## src/hdl/cledp_consts.svh

```systemverilog
// constants for the charger led indicator pwm block
`ifndef CLEDP_CONSTS_SVH
`define CLEDP_CONSTS_SVH
`define CLEDP_ADDR_CONTROL 4'h0
`define CLEDP_ADDR_DUTY 4'h1
`define CLEDP_ADDR_STATUS 4'h2
`define CLEDP_CTRL_EN_BIT 0
`define CLEDP_CTRL_CUR_LSB 1
`define CLEDP_CTRL_CUR_MSB 3
`define CLEDP_CTRL_RESET 8'h00
`define CLEDP_DUTY_RESET 8'h00
`define CLEDP_HW_CURRENT 3'h1
`define CLEDP_FULL_DUTY 8'hFF
`define CLEDP_PWM_STEPS 256
`endif

```

## src/hdl/cledp_pkg.sv

```systemverilog
// types for the charger led indicator pwm block
package cledp_pkg;
  typedef enum logic [0:0] {CLEDP_HW = 1'b0, CLEDP_SW = 1'b1} cledp_mode_e;
  typedef struct packed {
    cledp_mode_e mode;
    logic [7:0] control;
    logic [7:0] duty;
    logic [7:0] pwm_cnt;
    logic [7:0] rdata;
    logic [1:0] tick_sync;
    logic tick_prev;
    logic [1:0] main_sync;
    logic [1:0] usb_sync;
    logic [1:0] valid_sync;
    logic [1:0] batt_sync;
    logic led_on;
    logic [2:0] led_current;
    logic charge_en;
  } cledp_state_s;
endpackage : cledp_pkg

```

## src/hdl/cledp_top.sv

```systemverilog
// charger led indicator: hardware charging mode and software pwm mode
//
// Local design decisions: strobed register access and the register addresses.
`timescale 1ns/1ps
`include "cledp_consts.svh"
module cledp_top
  import cledp_pkg::*;
(
  input wire logic clk,
  input wire logic rst_n,
  input wire logic clk32k_tick,
  input wire logic main_charger_present,
  input wire logic usb_charger_present,
  input wire logic charger_valid,
  input wire logic battery_ok_level,
  input wire logic [3:0] addr,
  input wire logic [7:0] wdata,
  input wire logic wr_en,
  input wire logic rd_en,
  output logic [7:0] rdata,
  output logic led_on,
  output logic [2:0] led_current,
  output logic charge_en,
  output logic sw_mode
);

  cledp_state_s st;
  cledp_state_s next_st;
  logic tick_rise;
  logic pwm_active;
  logic charger_att;
  logic charger_good;
  logic battery_reached;
  logic sw_enable;
  logic [2:0] sw_current;
  logic status_mode;

  // two-stage synchroniser shift: the new pin value enters stage 0
  function automatic logic [1:0] sync_shift(input logic [1:0] stage, input logic pin);
    sync_shift = {stage[0], pin};
  endfunction : sync_shift

  // compare used for the pwm phase; 8-bit count against 8-bit duty
  function automatic logic pwm_below(input logic [7:0] cnt, input logic [7:0] duty);
    pwm_below = (cnt < duty);
  endfunction : pwm_below

  // current code field of the control register
  function automatic logic [2:0] current_field(input logic [7:0] ctrl);
    current_field = ctrl[`CLEDP_CTRL_CUR_MSB:`CLEDP_CTRL_CUR_LSB];
  endfunction : current_field

  // status word layout of the read path
  function automatic logic [7:0] status_word(
    input logic valid,
    input logic att,
    input logic chg,
    input logic led,
    input logic swm
  );
    status_word = {3'h0, valid, att, chg, led, swm};
  endfunction : status_word

  // derived terms, read only from the second synchroniser stage
  always_comb
  begin
    tick_rise = st.tick_sync[1] & ~st.tick_prev;
    charger_att = st.main_sync[1] | st.usb_sync[1];
    charger_good = charger_att & st.valid_sync[1];
    battery_reached = st.batt_sync[1];
    sw_enable = st.control[`CLEDP_CTRL_EN_BIT];
    sw_current = current_field(st.control);
    status_mode = (st.mode == CLEDP_SW);
    pwm_active = pwm_below(st.pwm_cnt, st.duty);
  end

  // next state
  always_comb
  begin
    next_st = st;
    // synchronisers; the first stage is never read by logic
    next_st.tick_sync = sync_shift(st.tick_sync, clk32k_tick);
    next_st.main_sync = sync_shift(st.main_sync, main_charger_present);
    next_st.usb_sync = sync_shift(st.usb_sync, usb_charger_present);
    next_st.valid_sync = sync_shift(st.valid_sync, charger_valid);
    next_st.batt_sync = sync_shift(st.batt_sync, battery_ok_level);
    next_st.tick_prev = st.tick_sync[1];

    // counter wraps every 256 ticks, giving 32.768 kHz / 256
    if (tick_rise)
    begin
      if (st.pwm_cnt == 8'hFF)
      begin
        next_st.pwm_cnt = 8'h00;
      end
      else
      begin
        next_st.pwm_cnt = st.pwm_cnt + 8'h01;
      end
    end

    // one-way handover: only a reset brings hardware mode back
    case (st.mode)
      CLEDP_HW:
      begin
        if (battery_reached)
        begin
          next_st.mode = CLEDP_SW;
        end
      end
      CLEDP_SW:
      begin
        next_st.mode = CLEDP_SW;
      end
      default:
      begin
        next_st.mode = CLEDP_HW;
      end
    endcase

    // register writes; accepted in either mode, applied only in software mode
    if (wr_en)
    begin
      case (addr)
        `CLEDP_ADDR_CONTROL:
        begin
          next_st.control = wdata;
        end
        `CLEDP_ADDR_DUTY:
        begin
          next_st.duty = wdata;
        end
        default:
        begin
          next_st.control = st.control; // unmapped writes dropped
        end
      endcase
    end

    // read data stands only in the cycle after the strobe, zero otherwise
    next_st.rdata = 8'h00;
    if (rd_en)
    begin
      case (addr)
        `CLEDP_ADDR_CONTROL:
        begin
          next_st.rdata = st.control;
        end
        `CLEDP_ADDR_DUTY:
        begin
          next_st.rdata = st.duty;
        end
        `CLEDP_ADDR_STATUS:
        begin
          next_st.rdata = status_word(st.valid_sync[1], charger_att, st.charge_en,
                                      st.led_on, status_mode);
        end
        default:
        begin
          next_st.rdata = 8'h00;
        end
      endcase
    end

    // led outputs
    case (st.mode)
      CLEDP_HW:
      begin
        next_st.charge_en = charger_att;
        next_st.led_on = charger_good;
        next_st.led_current = `CLEDP_HW_CURRENT;
      end
      CLEDP_SW:
      begin
        next_st.charge_en = 1'b0;
        next_st.led_on = sw_enable & pwm_active;
        next_st.led_current = sw_current;
      end
      default:
      begin
        next_st.charge_en = 1'b0;
        next_st.led_on = 1'b0;
        next_st.led_current = 3'h0;
      end
    endcase
  end

  // state register; constants only under reset
  always_ff @(posedge clk or negedge rst_n)
  begin
    if (!rst_n)
    begin
      st.mode <= CLEDP_HW;
      st.control <= `CLEDP_CTRL_RESET;
      st.duty <= `CLEDP_DUTY_RESET;
      st.pwm_cnt <= 8'h00;
      st.rdata <= 8'h00;
      st.tick_sync <= 2'h0;
      st.tick_prev <= 1'b0; // matches idle tick level, no false edge
      st.main_sync <= 2'h0;
      st.usb_sync <= 2'h0;
      st.valid_sync <= 2'h0;
      st.batt_sync <= 2'h0;
      st.led_on <= 1'b0;
      st.led_current <= 3'h0;
      st.charge_en <= 1'b0;
    end
    else
    begin
      st <= next_st;
    end
  end

  // outputs straight from flops
  assign rdata = st.rdata;
  assign led_on = st.led_on;
  assign led_current = st.led_current;
  assign charge_en = st.charge_en;
  assign sw_mode = (st.mode == CLEDP_SW);

endmodule : cledp_top

```

## config.mk

```make
export PLATFORM = sky130hd
export DESIGN_NAME = cledp_top
export DESIGN_NICKNAME = d
export VERILOG_FILES = /design/src/hdl/cledp_pkg.sv /design/src/hdl/cledp_top.sv
export VERILOG_INCLUDE_DIRS = /design/src /design/src/hdl
export SDC_FILE = /design/constraint.sdc
export NUM_CORES = 1
export LEC_CHECK = 0
export BUFFER_PORTS_ARGS = -buffer_cell sky130_fd_sc_hd__buf_2
export CORE_MARGIN = 1.5
export CORE_UTILIZATION = 59
export DETAILED_ROUTE_END_ITERATION = 8
export PLACE_DENSITY = 0.82
export SLEW_MARGIN = 25
export SYNTH_ARGS = -nofsm -noshare
export SYNTH_HDL_FRONTEND = slang
export SYNTH_SLANG_ARGS = --single-unit
export TNS_END_PERCENT = 1
```

## constraint.sdc

```tcl
create_clock -name clk -period 3.1 [get_ports clk]
set_input_delay 0.62 -clock clk [delete_from_list [all_inputs] [get_ports clk]]
set_output_delay 0.62 -clock clk [all_outputs]
set_load 0.1 [all_outputs]
```

==> flow_summary.yaml, run 1 <==
logic_synthesis:
  synth-main-ff-cell: "dfrtp_1"
  syn_inst: 174
  synth_top_area_cell: "dfrtp_1"
  yosys.area_share.simple: 0.127
  synth_mux_area_frac: 0.122
  synth_compound_area_frac: 0.0489
  synth_edf_count: 0
  yosysMostFrequentCell: "dfrtp_1"
  syn_nets: 203
  synth_area_leaders: "dfrtp_1, mux2_2, ha_1"
  synth.distinct_cells: 35
  ys_ff_latch: 49
  synth_commonest_cells: "dfrtp_1, mux2_2, nand2_1, nor2_1, buf_4"
  netlist.area_leader.share: 0.577
  yosysWarnings: 0
  netlist_area_mm2: 0.00212
  ys_async_sr_fraction: 1.00
  synth_xor_xnor_area_share: 0.0165
  synthAdderAreaFrac: 0.0471
  synth_top_family_by_area: "simple AND/OR/NAND/NOR gates"
  ys_seq_area_frac: 0.577
  syn_avg_cell_area_um2: 12.2
timing:
  finalMaxSlewViolations: 0
  max_slew_margin: 0.616
  setup_ws_ps: 1110
  finClkSkew_ps: 5.16
  max_freq_ghz: 0.502
  hold_viol_final: 0
  fin_setup_tns_ps: 0
  post-route-period-util: 0.642
  rsz0062_at_grt: "no"
  setup_violations: 0
  worst_slew_pin_slew_ps: 576
  min_period_ps: 1990
placed_design:
  gp_congestion: 0.813
  portBuffers: 34
  place_ws_ps: 1220
  dpl.hpwl_um: 2790
grt:
  antenna_found_initial: 0
  grt_pass1_wl_um: 6620
  gr-usage-all-layers: 0.221
  grt_max_degree: 50
  first_global_vias: 1446
  grt.overflow.total: 0
clocking:
  clkTransAtPathRegs_ps: 130
  cts_max_level: 2
  root_buffer: "clkbuf_4"
  postCtsSetupBuffers: 0
  cts_hold_buffers: 0
  cts_made_buffers: 5
  clkLatencyLatePin_ps: 360
  ctsLongestPathBuffers: 2
  clock_sinks: 49
  cts_resized: 0
  cts_tree: "done"
worst_setup_path:
  crit_path_top_delay_cell: "dfrtp_1"
  max_stage_delay_ps: 530
  path_buf_inv: 1
  startpoint_type: "register"
  regToRegSetupSlack_ps: 1380
  crit_cells: 1
  reg2reg_from: "st[25]"
  reg2reg_to: "led_on"
  cp_cell_sequence: "buf_2"
  end_kind: "output pin"
  cp_top_family: "flip-flops"
  path_max_fanout: 8
  required_ps: 2480
  cp.arrival_ps: 1370
  crit_type: "register to output pin"
  rr_worst_depth: 5
hold_path:
  hold_path_class: "primary input to async pin"
finish:
  drive_above_1_share: 0.317
  layout.nets: 230
  area_growth_pct: 8.36
  fillers: 253
  antenna_cells: 0
detailed_routing:
  first_pass_iters: 4
  routed_wl_um: 3770
  drtIter0Drc: 66
  ant_nets: 0
  avgRoutedWirePerCell_um: 15.2
  vias_per_cell: 5.36
  vias: 1329
  drcViolationCount: 0
die:
  rows: 21
  die-area_mm2: 0.00397
  core_region_area_mm2: 0.00339
  die_h_um: 63.0
  ios: 35
  die_x_um: 63.0
  initial_utilization: 0.627
job:
  drv_cap: 0
power:
  power.leakage_nw: 1.14
  peakVddDrop_v: 0.000388
  finalPower_mw: 1.52
  powerDensity_mw_per_mm2: 659
outcome:
  status: "completed"
-- state kept, by name, summed over array words and instances (netlist names) --
signal,cells
next_st,6
rdata,8
led_current,3
sw_mode,1
charge_en,1
battery_reached,1
led_on,1
st,28
-- cell families after synthesis --
| kind of cell | Yosys count |
|---|---|
| buffers and inverters | 21 |
| DFF | 49 |
| and+or+nand+nor | 51 |
| AOI/OAI and AO/OA | 17 |
| xor gates and xnor gates | 4 |
| adders and majority gates | 8 |
| muxes | 24 |
-- worst max-delay path by stage --
stage / startpoint / end / slack (ps)
4_1_cts: sw_mode / sw_mode / 1110
3_5_place_dp: addr[3] / st[44] / 1220
3_3_place_gp: addr[3] / st[47] / 1290
2_1_floorplan: addr[3] / st[40] / 1500
6_report: sw_mode / sw_mode / 1110
5_1_grt: sw_mode / sw_mode / 1060
-- layout by cell type (no fill, tap or decap), types with 5 or more instances in the layout --
cell	instances
nand2_1	14
nor2_1	14
mux2_2	16
a21oi_1	6
mux2i_1	8
inv_1	7
dfrtp_1	49
ha_1	8
buf_2	33
clkbuf_4	5
-- power by group --
part,switching (mW),total (mW),internal (mW)
Clock,0.190,0.277,0.0868
Combinational,0.268,0.418,0.150
Sequential,0.0849,0.823,0.738
Total,0.544,1.52,0.974
-- per-stage QoR --
stage | instances | cell area, um^2 | hold WS [ps] | util
after global routing | 248 | 2300 | 280 | 0.679
after floorplan | 174 | 2120 | 324 | -
after detailed placement | 240 | 2250 | 336 | 0.663
final | 248 | 2300 | 239 | 0.679
after CTS | 248 | 2300 | 349 | 0.678
after global placement | 240 | 2250 | 332 | 0.663
-- area by class of cell --
type	instances	area, um^2	area share
multi-input cells	104	768	0.334
well taps	46	57.6	0.0250
clock buffers	6	41.3	0.0179
flip-flops and latches	49	1230	0.533
inverters	7	26.3	0.0114
repair buffers	34	173	0.0750
clock inverters	2	10.0	0.00435
-- per-layer routing --
metal	track usage	vias to the layer above	share of wire
met5	0	-	0
met4	0.0833	0	0.015
met3	0.0396	7	0.040
met2	0.380	37	0.51
met1	0.279	651	0.44
li1	-	634	-
Power figures use the tool's default switching activity.
==> run 2, diff against run 1 <==
CORE_UTILIZATION = 55   (was 59)
PLACE_DENSITY = 0.77   (was 0.82)
clock period = 1.89 ns   (was 3.1 ns; I/O delays follow)
==> run 2 against run 1 <==
Design area rose by 2.8%; clock skew rose by 1.7 ps; cell count rose by 1.2%; sequential share of layout area fell by 1.5 points; combinational power rose by 58%; sequential cell count did not move; largest power group unchanged; critical endpoint unchanged.
==> flow_summary.yaml, run 2 (synthesis results as in run 1) <==
power:
  power.leakage_nw: 1.16
  switchingPower_mw: 0.897
  p_int_mw: 1.75
  p_sw_frac: 0.339
  clkPwrFrac: 0.240
  p_seq_frac: 0.510
  peakVddDrop_v: 0.000639
  powerDensity_mw_per_mm2: 1120
  p_comb_frac: 0.250
worst_setup_path:
  path_buf_inv: 1
  max_stage_delay_ps: 520
  cp_top_family: "flip-flops"
  crit_type: "register to output pin"
  end_kind: "output pin"
  startpoint_type: "register"
  cp_cell_sequence: "buf_2"
  crit_path_top_delay_cell: "dfrtp_1"
  path_max_fanout: 8
  cp.arrival_ps: 1310
  required_ps: 1510
finish:
  layout_common_cells: "dfrtp_1, buf_2, mux2_2, nand2_1, nor2_1"
  fillers: 296
  drive_above_1_share: 0.325
  layoutNonFillerInstCount: 251
  antenna_cells: 0
  mostFrequentLayoutCell: "dfrtp_1"
  largest_register_ffs: 28
  layout.nets: 231
  regMostFlops: "st"
  multiInputGateArea_um2: 768
  area_growth_pct: 11.4
  post-route-util: 0.642
  seq_area_mm2: 0.00123
  fin_area_mm2: 0.00237
timing:
  max_freq_ghz: 0.592
  hold_viol_final: 0
  finalMaxSlewViolations: 0
  setup_ws_ps: 202
  post-route-period-util: 0.893
  rsz0062_at_grt: "no"
  worst_slew_pin_slew_ps: 589
  finClkSkew_ps: 6.85
  min_period_ps: 1690
  fin_setup_tns_ps: 0
  max_slew_margin: 0.608
  setup_violations: 0
placed_design:
  portBuffers: 34
  dpl.hpwl_um: 2710
  gp_congestion: 0.874
  place_ws_ps: 242
  dpl.cell_count: 243
  placed_area_mm2: 0.00227
clocking:
  cts_hold_buffers: 0
  ctsLongestPathBuffers: 2
  cts_made_buffers: 5
  clkTransAtPathRegs_ps: 90
  postCtsSetupBuffers: 0
  cts_resized: 0
  clock_sinks: 49
  cts_max_level: 2
  cts_tree: "done"
  clkLatencyLatePin_ps: 300
  root_buffer: "clkbuf_8"
detailed_routing:
  routed_wl_um: 3730
  first_pass_iters: 4
  drcViolationCount: 0
  avgRoutedWirePerCell_um: 14.8
  vias: 1329
  drtIter0Drc: 59
  ant_nets: 0
  vias_per_cell: 5.29
hold_path:
  hold_path_class: "primary input to async pin"
grt:
  gr-usage-all-layers: 0.202
  first_global_vias: 1362
  antenna_found_initial: 0
  grt_max_degree: 26
  grt.overflow.total: 0
  grt_pass1_wl_um: 6300
outcome:
  status: "completed"
die:
  die-area_mm2: 0.00424
  die_x_um: 65.2
  ios: 35
  initial_utilization: 0.576
  rows: 22
  core_region_area_mm2: 0.00369
  die_h_um: 65.2
job:
  drv_cap: 0
[run 2: per-stage QoR]
step                power (mW)  hold WS, ps
global placement          2.00          333
global route              2.79          110
CTS                       2.67         94.9
detailed placement        2.03          335
floorplan                 1.88         82.4
finish                    2.65         72.1
[run 2: metal layers]
| metal | track usage | routed length (um) | up-vias |
|---|---|---|---|
| met5 | 0 | 0 | - |
| met4 | 0.0833 | 76 | 0 |
| met3 | 0.0548 | 182 | 8 |
| met2 | 0.327 | 1780 | 38 |
| met1 | 0.258 | 1690 | 648 |
| li1 | - | - | 635 |
[run 2: path summary, 6_finish.rpt]
check,from,slack (ps),to,cells past startpoint
max in group asynchronous,rst_n,1280,st[46],2
worst min register to register,next_st[6],360,battery_reached,0
worst max-delay path,sw_mode,200,sw_mode,1
worst min-delay path,rst_n,70,st[27],1
worst max register to register,st[25],350,led_on,5
min in group clk,usb_charger_present,170,next_st[10],1
[run 2: area by class of cell]
class                           instances  area share
Inverter                                7      0.0111
Clock inverter                          2     0.00581
Multi-Input combinational cell        104       0.325
Sequential cell                        49       0.518
Clock buffer                            6      0.0349
Tap cell                               48      0.0254
Timing Repair Buffer                   35      0.0803
[run 2: worst register-to-register path: stages, from the launching register on]
cell and delay, ps:
dfrtp_1 420, ha_1 220, or3b_2 470, o2111ai_1 120, a31oi_1 100, o21ai_0 150
[run 2: power by group through the flow]
stage,sequential (mW),clock [mW],combinational [mW]
2_1_floorplan,1.38,0,0.501
3_3_place_gp,1.36,0,0.637
3_5_place_dp,1.37,0,0.663
4_1_cts,1.35,0.654,0.669
5_1_grt,1.38,0.693,0.726
6_report,1.35,0.636,0.662
==> run 3, diff against run 2 <==
CORE_UTILIZATION = 25   (was 55)
PLACE_DENSITY = 0.41   (was 0.77)
==> run 3 against run 2 <==
Power decreased by 1.2%; core utilization decreased by 35 points; design area increased by 3.0%; critical path depth increased by 4; maximum frequency increased by 6.0%; first-iteration DRC count decreased by 34%; wire length increased by 10%; non-clock buffer count increased by 1; sequential cell count unchanged; count of clock-buffer cells in the layout unchanged; clock skew increased by 3.9 ps; critical endpoint is now led_on; largest cell class unchanged; highest routed layer unchanged.
==> flow_summary.yaml, run 3 (synthesis results as in run 1) <==
worst_setup_path:
  rr_worst_depth: 5
  required_ps: 2110
  crit_type: "register to register"
  startpoint_type: "register"
  path_max_fanout: 4
  cp.arrival_ps: 1820
  end_kind: "register"
detailed_routing:
  drcViolationCount: 0
  avgRoutedWirePerCell_um: 13.3
  ant_nets: 0
  vias_per_cell: 4.13
  vias: 1276
  routed_wl_um: 4100
  drtIter0Drc: 39
  first_pass_iters: 4
die:
  rows: 33
  die_h_um: 95.2
  die-area_mm2: 0.00906
  initial_utilization: 0.259
  ios: 35
  die_x_um: 95.2
  core_region_area_mm2: 0.00822
clocking:
  cts_tree: "done"
  clock_sinks: 49
  cts_max_level: 2
  cts_resized: 0
  clkLatencyLatePin_ps: 310
  root_buffer: "clkbuf_8"
  clkTransAtPathRegs_ps: 90
  cts_made_buffers: 5
  postCtsSetupBuffers: 0
  ctsLongestPathBuffers: 2
  cts_hold_buffers: 0
grt:
  grt_max_degree: 50
  grt_pass1_wl_um: 6670
  first_global_vias: 1222
  antenna_found_initial: 0
  grt.overflow.total: 0
  gr-usage-all-layers: 0.103
timing:
  min_period_ps: 1590
  fin_setup_tns_ps: 0
  finClkSkew_ps: 10.7
  setup_violations: 0
  max_freq_ghz: 0.628
  hold_viol_final: 0
  max_slew_margin: 0.673
  worst_slew_pin_slew_ps: 493
  post-route-period-util: 0.843
  rsz0062_at_grt: "no"
  finalMaxSlewViolations: 0
finish:
  mostFrequentLayoutCell: "dfrtp_1"
  antenna_cells: 0
  regMostFlops: "st"
  layout_common_cells: "dfrtp_1, buf_2, mux2_2, nand2_1, nor2_1"
  drive_above_1_share: 0.324
  area_growth_pct: 14.7
  largest_register_ffs: 28
  layout.nets: 232
  post-route-util: 0.297
power:
  peakVddDrop_v: 0.000405
  powerDensity_mw_per_mm2: 1070
  power.leakage_nw: 1.15
  finalPower_mw: 2.62
placed_design:
  portBuffers: 34
  dpl.hpwl_um: 2970
  gp_congestion: 0.678
hold_path:
  hold_path_class: "primary input to async pin"
outcome:
  status: "completed"
job:
  drv_cap: 0
-- run 3: cell type report --
class / instances / area, um^2
Timing Repair Buffer: 36 / 198
Tap cell: 105 / 131
Fill cell: 838 / 5780
Clock inverter: 2 / 15.0
Multi-Input combinational cell: 104 / 768
Clock buffer: 6 / 72.6
Inverter: 7 / 26.3
Sequential cell: 49 / 1230
-- run 3: worst max-delay path, cell delays in order (launching register included) --
cell       delay, ps
dfrtp_1          420
ha_1             220
or3b_2           460
o2111ai_1        130
a31oi_1          130
o21ai_0          160
-- run 3: worst paths after layout --
| check | from | slack [ps] | endpoint |
|---|---|---|---|
| max reg2reg | st[25] | 300 | led_on |
| min reg2reg | next_st[8] | 350 | st[8] |
| max | st[25] | 300 | led_on |
| min in group clk | clk32k_tick | 170 | next_st[15] |
| min | rst_n | 40 | st[24] |
| max in group asynchronous | rst_n | 1610 | charge_en |
-- run 3: metal layers --
layer | global-route usage | share of wire | vias to the layer above
li1 | - | - | 637
met1 | 0.148 | 0.52 | 603
met2 | 0.138 | 0.41 | 29
met3 | 0.0359 | 0.055 | 7
met4 | 0.0410 | 0.017 | 0
met5 | 0 | 0 | -
-- run 3: per-stage QoR --
stage	hold WS, ps	instances	worst slack [ps]	area, um^2
floorplan	82.4	174	458	2120
global placement	333	301	278	2350
detailed placement	335	301	258	2350
CTS	38.9	309	258	2440
global route	38.0	309	203	2440
finish	44.4	309	297	2440
-- run 3: report_power, final --
part | internal (mW) | switching (mW) | leakage (nW)
sequential | 1.21 | 0.135 | 0.612
combinational | 0.244 | 0.415 | 0.505
clock | 0.261 | 0.351 | 0.0374
